## src/pkg/hid_filter_regs.vh

```
// How it works
// - no forwarding unless self-test passed
// - failed self-test enters failure state
// - firmware integrity check before data flow
// - lamp blinks while in failure state
// - stays disabled until self-test passes
// - every reset reruns the self-test
// - keyboard accepted only after type check
// - mouse accepted only after type check
// - key codes framed and merged with mouse
// - only hid class devices accepted
// - re-enumeration as any type rejects
// - merged stream leaves one way only
// - host side sees composite keyboard/mouse
// - host lock updates never reach keyboard
// - keep at most four recent key codes
// - exactly one host computer port
// - no firmware access path on ports
// - rejection shown on indicator output
`ifndef HID_FILTER_REGS_VH
`define HID_FILTER_REGS_VH
`define HID_CLASS_CODE     8'h03
`define ROM_WORDS          256
`define ROM_AW             8
`define DIGEST_RESET       32'h0000_0000
`define CLK_HZ             25000000
`define BLINK_MS           250
`define BLINK_CYCLES       ((`CLK_HZ / 1000) * `BLINK_MS)
`define SRC_KEY            1'b0
`define SRC_PTR            1'b1
`define KEY_HIST           4
`define FIFO_DEPTH         8
`define FIFO_AW            3
`define WORD_W             9
`endif

```

## src/verilog/hid_filter_gate_control.v

```verilog
`timescale 1ns/1ps
`include "hid_filter_regs.vh"

module stream_fifo #(
	parameter WIDTH = 9,
	parameter DEPTH = 8,
	parameter AW    = 3
) (
	// clock and reset
	input  wire             core_clk_i,
	input  wire             srst_i,
	// fill side
	input  wire             in_valid_i,
	output wire             in_ready_o,
	input  wire [WIDTH-1:0] in_data_i,
	// drain side
	output wire             out_valid_o,
	input  wire             out_ready_i,
	output wire [WIDTH-1:0] out_data_o
);
	reg [WIDTH-1:0] mem [0:DEPTH-1];
	reg [AW-1:0]    wr_ptr;
	reg [AW-1:0]    rd_ptr;
	reg [AW:0]      count;
	wire            full;
	wire            empty;
	wire            do_wr;
	wire            do_rd;

	assign full        = (count == DEPTH[AW:0]);
	assign empty       = (count == {(AW+1){1'b0}});
	assign in_ready_o  = ~full;
	assign out_valid_o = ~empty;
	assign out_data_o  = mem[rd_ptr];
	assign do_wr       = in_valid_i & in_ready_o;
	assign do_rd       = out_valid_o & out_ready_i;

	// storage has no reset; only words below count are ever read
	always @(posedge core_clk_i) begin
		if (do_wr) begin
			mem[wr_ptr] <= in_data_i;
		end
	end

	always @(posedge core_clk_i) begin
		if (srst_i) begin
			wr_ptr <= {AW{1'b0}};
			rd_ptr <= {AW{1'b0}};
		end else begin
			if (do_wr) begin
				wr_ptr <= wr_ptr + 1'b1;
			end
			if (do_rd) begin
				rd_ptr <= rd_ptr + 1'b1;
			end
		end
	end

	always @(posedge core_clk_i) begin
		if (srst_i) begin
			count <= {(AW+1){1'b0}};
		end else if (do_wr && !do_rd) begin
			count <= count + 1'b1;
		end else if (do_rd && !do_wr) begin
			count <= count - 1'b1;
		end
	end
endmodule // stream_fifo

module hid_filter_gate_control (
	// clock and reset
	input  wire        core_clk_i,
	input  wire        srst_i,
	// firmware rom read port, internal only
	output reg  [7:0]  rom_addr_o,
	input  wire [31:0] rom_data_i,
	input  wire [31:0] rom_expected_i,
	// keyboard port enumeration
	input  wire        key_attach_i,
	input  wire        key_enum_i,
	input  wire [7:0]  key_class_i,
	input  wire        key_valid_i,
	input  wire [7:0]  key_code_i,
	// pointer port enumeration
	input  wire        ptr_attach_i,
	input  wire        ptr_enum_i,
	input  wire [7:0]  ptr_class_i,
	input  wire        ptr_valid_i,
	input  wire [7:0]  ptr_data_i,
	// host lock indicator updates, absorbed here
	input  wire        host_lock_valid_i,
	input  wire [2:0]  host_lock_i,
	// one-way stream to host side emulator
	output reg         diode_valid_o,
	input  wire        diode_ready_i,
	output reg  [8:0]  diode_data_o,
	// indicators
	output reg         fail_led_o,
	output reg         reject_led_o,
	output reg         flow_enable_o,
	output reg  [31:0] key_history_o
);
	localparam ST_CHECK = 3'b001;
	localparam ST_RUN   = 3'b010;
	localparam ST_FAIL  = 3'b100;
	localparam CH_KEY   = 0;
	localparam CH_PTR   = 1;

	reg  [2:0]  state;
	reg  [2:0]  next_state;
	reg  [31:0] digest;
	reg  [23:0] blink_cnt;
	reg         blink_tick;
	reg  [1:0]  port_ok;
	reg  [1:0]  port_rej;
	reg  [7:0]  hist [0:`KEY_HIST-1];
	reg         turn;
	wire        flow;
	wire        walk_last;
	wire        unused_lock;
	wire [1:0]  port_attach;
	wire [1:0]  port_enum;
	wire [15:0] port_class;
	wire [1:0]  port_valid;
	wire [1:0]  port_hid;
	wire        key_push;
	wire        ptr_push;
	wire        fifo_in_valid;
	wire        fifo_in_ready;
	wire [8:0]  fifo_in_data;
	wire        fifo_out_valid;
	wire        fifo_out_ready;
	wire [8:0]  fifo_out_data;
	wire        take;
	wire        hist_shift;
	wire [31:0] next_digest;
	genvar      gi;

	// lock updates end here; nothing leads back to the keyboard
	assign unused_lock = host_lock_valid_i & (|host_lock_i);
	assign next_digest = {digest[30:0], digest[31]} ^ rom_data_i;
	assign flow        = (state == ST_RUN);
	assign walk_last   = (rom_addr_o == (`ROM_WORDS - 1));

	always @* begin
		next_state = state;
		case (state)
			ST_CHECK: begin
				if (walk_last) begin
					next_state = (next_digest == rom_expected_i) ? ST_RUN : ST_FAIL;
				end
			end
			ST_RUN:  next_state = ST_RUN;
			ST_FAIL: next_state = ST_FAIL; // only a fresh reset leaves this
			default: next_state = ST_FAIL;
		endcase
	end

	// reset is the power-up; it always reruns the
	always @(posedge core_clk_i) begin
		if (srst_i) begin
			state <= ST_CHECK;
		end else begin
			state <= next_state;
		end
	end

	always @(posedge core_clk_i) begin
		if (srst_i) begin
			rom_addr_o <= 8'h00;
			digest     <= `DIGEST_RESET;
		end else if (state == ST_CHECK) begin
			rom_addr_o <= rom_addr_o + 8'h01;
			digest     <= next_digest;
		end
	end

	// divider held in reset outside failure, so the first blink is a full period
	always @(posedge core_clk_i) begin
		if (srst_i || state != ST_FAIL) begin
			blink_cnt  <= 24'h000000;
			blink_tick <= 1'b0;
		end else if (blink_cnt == (`BLINK_CYCLES - 1)) begin
			blink_cnt  <= 24'h000000;
			blink_tick <= 1'b1;
		end else begin
			blink_cnt  <= blink_cnt + 24'h000001;
			blink_tick <= 1'b0;
		end
	end

	always @(posedge core_clk_i) begin
		if (srst_i || state != ST_FAIL) begin
			fail_led_o <= 1'b0;
		end else if (blink_tick) begin
			fail_led_o <= ~fail_led_o;
		end
	end

	assign port_attach = {ptr_attach_i, key_attach_i};
	assign port_enum   = {ptr_enum_i, key_enum_i};
	assign port_class  = {ptr_class_i, key_class_i};
	assign port_valid  = {ptr_valid_i, key_valid_i};

	// filtering: class check at enumeration, sticky reject until detach
	generate
		for (gi = 0; gi < 2; gi = gi + 1) begin : g_port
			assign port_hid[gi] = (port_class[gi*8 +: 8] == `HID_CLASS_CODE);
			always @(posedge core_clk_i) begin
				if (srst_i || !port_attach[gi]) begin
					port_ok[gi]  <= 1'b0;
					port_rej[gi] <= 1'b0; // cleared only by unplug or reset
				end else if (port_enum[gi]) begin
					if (port_hid[gi] && !port_rej[gi] && !port_ok[gi]) begin
						port_ok[gi] <= 1'b1;
					end else if (!port_hid[gi] || port_ok[gi]) begin
						port_ok[gi]  <= 1'b0; // re-enumeration rejects
						port_rej[gi] <= 1'b1;
					end
				end
			end
		end
	endgenerate

	// merge: source tag in bit 8; when both arrive, turn alternates which one is taken and the other is dropped
	// a word offered while the fifo is full is dropped, not stalled:
	// the peripherals cannot be held off over usb
	assign key_push       = flow & port_ok[CH_KEY] & port_valid[CH_KEY];
	assign ptr_push       = flow & port_ok[CH_PTR] & port_valid[CH_PTR];
	assign take           = key_push & (~ptr_push | ~turn);
	assign hist_shift     = take & fifo_in_ready;
	assign fifo_in_valid  = key_push | ptr_push;
	assign fifo_in_data   = take ? {`SRC_KEY, key_code_i} : {`SRC_PTR, ptr_data_i};
	assign fifo_out_ready = ~diode_valid_o | diode_ready_i;

	always @(posedge core_clk_i) begin
		if (srst_i) begin
			turn <= 1'b0;
		end else if (key_push && ptr_push && fifo_in_ready) begin
			turn <= ~turn;
		end
	end

	stream_fifo #(
		.WIDTH (`WORD_W),
		.DEPTH (`FIFO_DEPTH),
		.AW    (`FIFO_AW)
	) u_fifo (
		.core_clk_i  (core_clk_i),
		.srst_i      (srst_i),
		.in_valid_i  (fifo_in_valid),
		.in_ready_o  (fifo_in_ready),
		.in_data_i   (fifo_in_data),
		.out_valid_o (fifo_out_valid),
		.out_ready_i (fifo_out_ready),
		.out_data_o  (fifo_out_data)
	);

	// output register; nothing returns on this path
	always @(posedge core_clk_i) begin
		if (srst_i || !flow) begin
			diode_valid_o <= 1'b0;
			diode_data_o  <= 9'h000;
		end else if (!diode_valid_o || diode_ready_i) begin
			diode_valid_o <= fifo_out_valid;
			diode_data_o  <= fifo_out_data;
		end
	end

	// last four key codes, volatile, cleared at reset
	generate
		for (gi = 0; gi < `KEY_HIST; gi = gi + 1) begin : g_hist
			if (gi == 0) begin : g_head
				always @(posedge core_clk_i) begin
					if (srst_i) begin
						hist[gi] <= 8'h00;
					end else if (hist_shift) begin
						hist[gi] <= key_code_i;
					end
				end
			end else begin : g_tail
				always @(posedge core_clk_i) begin
					if (srst_i) begin
						hist[gi] <= 8'h00;
					end else if (hist_shift) begin
						hist[gi] <= hist[gi - 1];
					end
				end
			end
		end
	endgenerate

	// rom is reached only by the check walker, no port reads it
	always @(posedge core_clk_i) begin
		if (srst_i) begin
			reject_led_o  <= 1'b0;
			flow_enable_o <= 1'b0;
		end else begin
			reject_led_o  <= (|port_rej) | (unused_lock & 1'b0);
			flow_enable_o <= (next_state == ST_RUN);
		end
	end

	always @(posedge core_clk_i) begin
		if (srst_i) begin
			key_history_o <= 32'h00000000;
		end else begin
			key_history_o <= {hist[3], hist[2], hist[1], hist[0]};
		end
	end
endmodule // hid_filter_gate_control
```

## config.mk

```make
export PLATFORM = sky130hd
export DESIGN_NAME = hid_filter_gate_control
export DESIGN_NICKNAME = d
export VERILOG_FILES = /design/src/verilog/hid_filter_gate_control.v
export VERILOG_INCLUDE_DIRS = /design/src /design/src/pkg
export SDC_FILE = /design/constraint.sdc
export NUM_CORES = 1
export LEC_CHECK = 0
export BUFFER_PORTS_ARGS = -buffer_cell sky130_fd_sc_hd__clkbuf_2
export CAP_MARGIN = 30
export CORE_ASPECT_RATIO = 1.4
export CORE_UTILIZATION = 30
export DETAILED_ROUTE_END_ITERATION = 12
export MAX_ROUTING_LAYER = met4
export SKIP_LAST_GASP = 1
export SYNTH_ARGS = -nofsm -noshare
export SYNTH_HDL_FRONTEND = slang
export SYNTH_SLANG_ARGS = --single-unit
export TNS_END_PERCENT = 50
```

## constraint.sdc

```tcl
create_clock -name core_clk_i -period 3.8 [get_ports core_clk_i]
set_input_delay 0.76 -clock core_clk_i [delete_from_list [all_inputs] [get_ports core_clk_i]]
set_output_delay 0.76 -clock core_clk_i [all_outputs]
set_load 0.05 [all_outputs]
```

==> results_dict.tcl, run 1 <==
set metrics [dict create \
    min_period_over_period 0.7225 \
    hold-path-endpoint "key_history_o[31]" \
    grt_pass1_wl_um 33180 \
    final_cells 1328 \
    wl_met2_um 10740 \
    drv_cap 0 \
    fin_crit_ns 2.746 \
    netlist_area_mm2 0.009654 \
    max_freq_mhz 364.2 \
    cts_tree "done" \
    fill_cells 3083 \
    synth_top_flop_cell "dfxtp_1" \
    drtIter0Drc 233 \
    start_util 0.3055 \
    drive_above_1_share 0.2680 \
    synth_simple_gate_area_share 0.1372 \
    synth_edf_count 104 \
    outcome "finished clean" \
    grtUsageTotal 0.1321 \
    die_w_um 153.6 \
    clk_pin_slew_ns 0.06 \
    wl_per_cell_um 15.89 \
    cts_root_buffer "clkbuf_16" \
    hold_viol 0 \
    final_area_mm2 0.01173 \
    die_area_mm2 0.03291 \
    grt-ovfl-total 0 \
    insertion_delay_ns 0.52 \
    utilization 0.3713 \
    coreArea_mm2 0.03160 \
    dpl.cell_count 1284 \
    grt_max_degree 65 \
    die_h_um 214.3 \
    worstHoldPathCells 1 \
    num_rows 77 \
    synthToLayoutAreaGrowth_pct 21.54 \
    ys_ff_latch 232 \
    vias 6087 \
    drc 0 \
    nets 1032 \
    synth_top_family_by_area "simple AND/OR/NAND/NOR gates" \
    met1_length_um 8915 \
    r2r_setup_slack_ns 1.05 \
    r2r-end "u_fifo.count[3]" \
    cts_made_buffers 24 \
    viasPerCell 4.584 \
    yosysSeqAreaShare 0.5889 \
    io_buffers 157 \
    cts_buffer_depth 3 \
    syn-num-nets 868 \
    power_density_mw_per_mm2 543.7 \
    rr_worst_depth 11 \
    clock_skew_ns 0.01531 \
    top_layer_used "met4" \
    wl_um 21100 \
    syn_area_per_cell_um2 12.86 \
    yosys_warnings 0 \
    first_pass_iters 4 \
    antenna_found_initial 0 \
    crit_type "flip-flop to flip-flop" \
    tns_ns 0 \
    synth-adder-area-share 0.01115 \
    grt_pass1_vias 6165 \
    h-tree-depth 1 \
    synth_compound_area_frac 0.04873 \
    crit_fanout 6 \
    worst_pin_slew_ns 0.9927 \
    place_congestion 0.7449 \
    synth_mux_area_frac 0.06687 \
    rsz0062_at_grt "no" \
    final_antenna_net_count 0 \
    synthDistinctLibCells 52 \
    wl_met3_um 992 \
    min_from "hist[3][7]" \
    netlist_instances 751 \
    ir_drop_mv 0.3244 \
    power.leakage_nw 4.627 \
    min_path_type "flip-flop to flip-flop" \
    placed_area_mm2 0.01090 \
    crit_required_ns 4.24 \
    post_cts_buffers 0 \
    final-setup-viol-count 0 \
    arrival_ns 3.18 \
    ctsResizeCount 0 \
    pin_count 162 \
    r2r_start "state[1]" \
    finalMaxSlewViolations 0 \
    dp_hpwl_um 14450 \
    holdBufCountCts 0 \
    synth_xor_area_frac 0.1242 \
    max_slew_margin 0.3373 \
    worstSetupStartpointType "flip-flop" \
    async_flop_share 0 \
    antenna_cells 0 \
    cts.sinks 232 \
    cp-end-kind "flip-flop" \
]
==> synth_stat cells, drive strengths merged (2+ instances only) <==
master	count	area share
a21o	3	0.0023
nand2b	7	0.0045
xnor3	23	0.054
and3	26	0.017
mux2i	15	0.016
xnor2	62	0.056
xor2	13	0.012
nor4	10	0.0065
and2	9	0.0060
or4	3	0.0023
mux2	8	0.0093
nand2	24	0.0096
or3	3	0.0019
a21oi	6	0.0031
nor3	13	0.0067
edfxtp	104	0.32
o31a	2	0.0018
o21ai	3	0.0016
nand4	16	0.010
and4	2	0.0018
clkbuf	21	0.0086
buf	15	0.0093
nand3	6	0.0031
mux4	18	0.042
o31ai	2	0.0016
nor2	102	0.040
a211oi	41	0.032
dfxtp	128	0.27
nor2b	32	0.021
ha	7	0.0091
inv	13	0.0051
==> layout make-up <==
type	count	area (µm²)	area share
Multi-Input combinational cell	470	3754	0.3199
Tap cell	395	494.2	0.04212
Timing Repair Buffer	174	915.9	0.07805
Clock inverter	11	120.1	0.01024
Inverter	13	48.80	0.004159
Sequential cell	232	5685	0.4845
Clock buffer	33	715.7	0.06099
==> layout by cell type, fill, tap and decap left out, types with 7 or more instances in the layout <==
master and count:
nand2b_1 7, dfxtp_1 128, clkbuf_16 25, mux2_2 8, a211oi_1 41, and3_1 26
nor4_1 10, buf_4 18, mux2i_1 15, mux4_2 18, edfxtp_1 104, nor2_1 101
xnor2_1 62, xor2_1 13, inv_1 13, nand4_1 16, nand2_1 23, nor3_1 13
xnor3_1 23, clkbuf_2 156, nor2b_1 32, and2_1 8, ha_1 7
==> state kept, by name (all words and copies together) (netlist names), 2 cells and up <==
register	flops
key_history_o	32
u_fifo.count	4
rom_addr_o	8
port_ok	2
diode_data_o	9
u_fifo.rd_ptr	3
state	3
u_fifo.wr_ptr	3
hist	32
u_fifo.mem	72
port_rej	2
blink_cnt	24
digest	32
==> kinds of logic after synthesis <==
group / Yosys count
XOR/XNOR: 99
flip-flops: 232
multiplexers: 41
adder cells (fa/ha/maj): 8
buffers and inverters: 49
AND/OR/NAND/NOR: 260
AO/OA/AOI/OAI: 62
==> critical path, stage by stage (launching register included) <==
cell	delay, ns
dfxtp_1	0.39
or3b_1	0.48
a221oi_2	0.21
buf_4	0.18
ha_1	0.18
inv_1	0.09
ha_1	0.28
a21o_1	0.18
a21oi_1	0.17
xnor2_1	0.08
or3_1	0.30
a21oi_1	0.13
==> where the power goes <==
| group | internal (mW) | total [mW] | switching (mW) |
|---|---|---|---|
| combinational | 0.561 | 1.07 | 0.505 |
| sequential | 2.73 | 2.87 | 0.139 |
| clock | 1.46 | 2.45 | 0.988 |
| total | 4.75 | 6.38 | 1.63 |
==> metal layers <==
metal | vias to the layer above | track usage
met1 | 2885 | 0.1527
met3 | 30 | 0.02001
met2 | 147 | 0.2359
met5 | - | -
met4 | 0 | 0.03533
li1 | 3025 | -
==> worst max path at each step <==
stage | depth (start not counted) | from | end | slack (ns)
floorplan | 11 | diode_ready_i | u_fifo.count[3] | 1.00
finish | 11 | state[1] | u_fifo.count[3] | 1.05
CTS | 11 | state[1] | u_fifo.count[3] | 1.04
global route | 11 | state[1] | u_fifo.count[3] | 0.85
detailed placement | 12 | key_valid_i | u_fifo.count[3] | 0.83
global placement | 12 | key_valid_i | u_fifo.count[3] | 0.82
==> per-stage QoR <==
stage | total power [mW] | worst slack [ns] | hold slack [ns]
2_1_floorplan | 3.718 | 1.003 | 0.4118
3_3_place_gp | 3.994 | 0.8201 | 0.4252
3_5_place_dp | 4.008 | 0.8292 | 0.4320
4_1_cts | 6.481 | 1.036 | 0.4438
5_1_grt | 6.691 | 0.8532 | 0.4583
6_report | 6.380 | 1.054 | 0.4399
Power figures use the tool's default switching activity.
==> run 2, diff against run 1 <==
ABC_AREA = 1   (was default)
clock period = 2.2 ns   (was 3.8 ns; I/O delays follow)
==> results_dict.tcl, run 2 <==
set metrics [dict create \
    outcome "finished clean" \
    grt-ovfl-total 0 \
    pin_count 162 \
    power.leakage_nw 5.620 \
    grt_pass1_vias 8295 \
    crit_cells 18 \
    max_freq_mhz 465.6 \
    min_path_type "primary input to flip-flop" \
    synthDistinctLibCells 44 \
    max_slew_margin 0.4732 \
    met1_usage 0.1707 \
    drtIter0Drc 344 \
    clock_skew_ns 0.009260 \
    cpMostUsedCell "inv_2" \
    r2r_start "state[1]" \
    antenna_found_initial 0 \
    synthToLayoutAreaGrowth_pct 24.14 \
    synth_most_common_cell "nand2_1" \
    ir_drop_mv 0.6050 \
    finalMaxSlewViolations 0 \
    arrival_ns 2.56 \
    die_h_um 221.3 \
    preCtsSetupSlack_ns -0.1265 \
    rsz0062_at_grt "yes" \
    grtUsageMet3 0.02389 \
    grt_pass1_wl_um 41040 \
    r2r_setup_slack_ns 0.05 \
    final_antenna_net_count 0 \
    wl_um 25360 \
    syn_area_per_cell_um2 8.401 \
    synth_top_flop_cell "dfxtp_1" \
    top_register "u_fifo.mem" \
    yosys_warnings 0 \
    syn-num-nets 1344 \
    netlist_instances 1227 \
    utilization 0.3771 \
    wl_per_cell_um 13.37 \
    cts.sinks 232 \
    yosysTopAreaCell "edfxtp_1" \
    synth_area_leaders "edfxtp_1 30%, dfxtp_1 25%, nand2_1 9.3%" \
    hold_viol 0 \
    synthTopCellsByCount "256 x nand2_1, 177 x inv_1, 144 x nor2_1" \
    crit_type "flip-flop to flip-flop" \
    vias 8453 \
    crit_fanout 3 \
    whs_ns 0.1371 \
    final_cells 1897 \
    fill_cells 3459 \
    crit_required_ns 2.61 \
    worstSetupStartpointType "flip-flop" \
    drv_cap 0 \
    die_w_um 158.7 \
    num_rows 80 \
    async_flop_share 0 \
    final_area_mm2 0.01280 \
    cts_tree "done" \
    grt_max_degree 47 \
    coreArea_mm2 0.03393 \
    r2r-end "u_fifo.count[3]" \
    nets 1544 \
    use_met2 0.2770 \
    cp_top_family "simple AND/OR/NAND/NOR gates" \
    cp.buffers_inverters 5 \
    synth_edf_count 104 \
    place_congestion 0.8209 \
    cts_buffer_depth 3 \
    drc 0 \
    yosysSeqAreaShare 0.5515 \
    io_buffers 157 \
    insertion_delay_ns 0.52 \
    largest_register_ff_count 72 \
    min_period_over_period 0.9762 \
    cp-end-kind "flip-flop" \
    holdBufCountCts 0 \
    dp_hpwl_um 18220 \
    cp_slowest_stage_delay_ns 0.33 \
    placed_area_mm2 0.01190 \
    rr_worst_depth 18 \
    grtUsageTotal 0.1530 \
    min_from "ptr_enum_i" \
    final-setup-viol-count 0 \
    first_pass_iters 4 \
    cp_slowest_cell "dfxtp_2" \
    setup_slack_ns 0.05227 \
    viasPerCell 4.456 \
    power_density_mw_per_mm2 879.8 \
    fin_crit_ns 2.148 \
    startpoint "state[1]" \
    crit_chain "inv_2, nor3_2, buf_4, nand3_4, inv_2, o21ai_2, inv_2, ha_4, inv_4, ha_4, nand2_2, nand2_2, a21oi_2, nor2_1, nor2_1, nand2_1, o21ai_1, a21oi_1" \
    ys_ff_latch 232 \
    final_cell_mix "253 x nand2_1, 174 x inv_1, 157 x clkbuf_2" \
    dpl.cell_count 1847 \
    yosysTopAreaCellShare 0.3029 \
    cts_made_buffers 25 \
    worst_pin_slew_ns 0.7819 \
    setup.worst_path.end "u_fifo.count[3]" \
    drive_above_1_share 0.2208 \
    clk_pin_slew_ns 0.06 \
    layout_commonest_cell "nand2_1" \
    p_total_mw 11.26 \
    start_util 0.3038 \
    netlist_area_mm2 0.01031 \
    tns_ns 0 \
    die_area_mm2 0.03512 \
    h-tree-depth 1 \
    top_usage_layer "met2" \
    cts_root_buffer "clkbuf_16" \
]
run 2: cell types whose count changed in the layout (fill, tap and decap cells not counted), moves of 35 or more:
cell,previous run,this run
nand2_1,23,253
a211oi_1,41,1
nand3_1,6,41
inv_1,13,174
nor2_1,101,144
xnor2_1,62,1
a21oi_1,6,53
o21ai_0,3,87
run 2: area by class of cell:
| class | instances | area [µm²] | share of cell area |
|---|---|---|---|
| sequential | 232 | 5688 | 0.4445 |
| multi-input combinational | 770 | 3821 | 0.2986 |
| timing repair buffer | 210 | 1209 | 0.09445 |
| inverter | 188 | 708.2 | 0.05534 |
| clock buffer | 29 | 640.6 | 0.05006 |
| tap | 451 | 564.3 | 0.04409 |
| clock inverter | 16 | 163.9 | 0.01281 |
| antenna | 1 | 2.502 | 0.0001955 |
run 2: what timing repair did:
| action | 4_1_cts | 5_1_grt |
|---|---|---|
| setup buffers | 0 | 4 |
| resized for setup | 4 | 11 |
| cloned | 0 | 0 |
| endpoints found under the setup margin | 1 | 3 |
| pin swaps | 0 | 10 |
run 2: layer usage:
| metal | up-vias | part of all wire | wire [µm] |
|---|---|---|---|
| li1 | 4397 | - | - |
| met1 | 3832 | 0.40 | 10180 |
| met2 | 194 | 0.52 | 13260 |
| met3 | 30 | 0.059 | 1488 |
| met4 | 0 | 0.017 | 429 |
| met5 | - | 0 | 0 |
run 2: worst min-delay path by stage:
stage                             end  slack, ns  cells after the start
floorplan           key_history_o[24]       0.43                      2
global placement    key_history_o[31]       0.43                      2
detailed placement  key_history_o[26]       0.45                      2
CTS                        port_ok[1]       0.11                      2
global route               port_ok[1]       0.12                      2
finish                     port_ok[1]       0.14                      2
run 2: power breakdown:
| part | total [mW] | switching (mW) | leakage (nW) | internal (mW) |
|---|---|---|---|---|
| logic | 2.26 | 1.44 | 3.21 | 0.815 |
| registers | 4.84 | 0.121 | 2.03 | 4.72 |
| clock network | 4.16 | 1.71 | 0.386 | 2.44 |
run 2: logic make-up (layout without fill, tap and decap cells):
group | count (synthesis) | in the layout | share of synthesized area
and+or+nand+nor | 562 | 562 | 0.2457
DFF | 232 | 232 | 0.5515
buffers and inverters | 225 | 443 | 0.08399
AOI/OAI and AO/OA | 192 | 192 | 0.1016
adders and majority gates | 8 | 8 | 0.01044
xor gates and xnor gates | 8 | 8 | 0.006797
other | 0 | 1 | 0
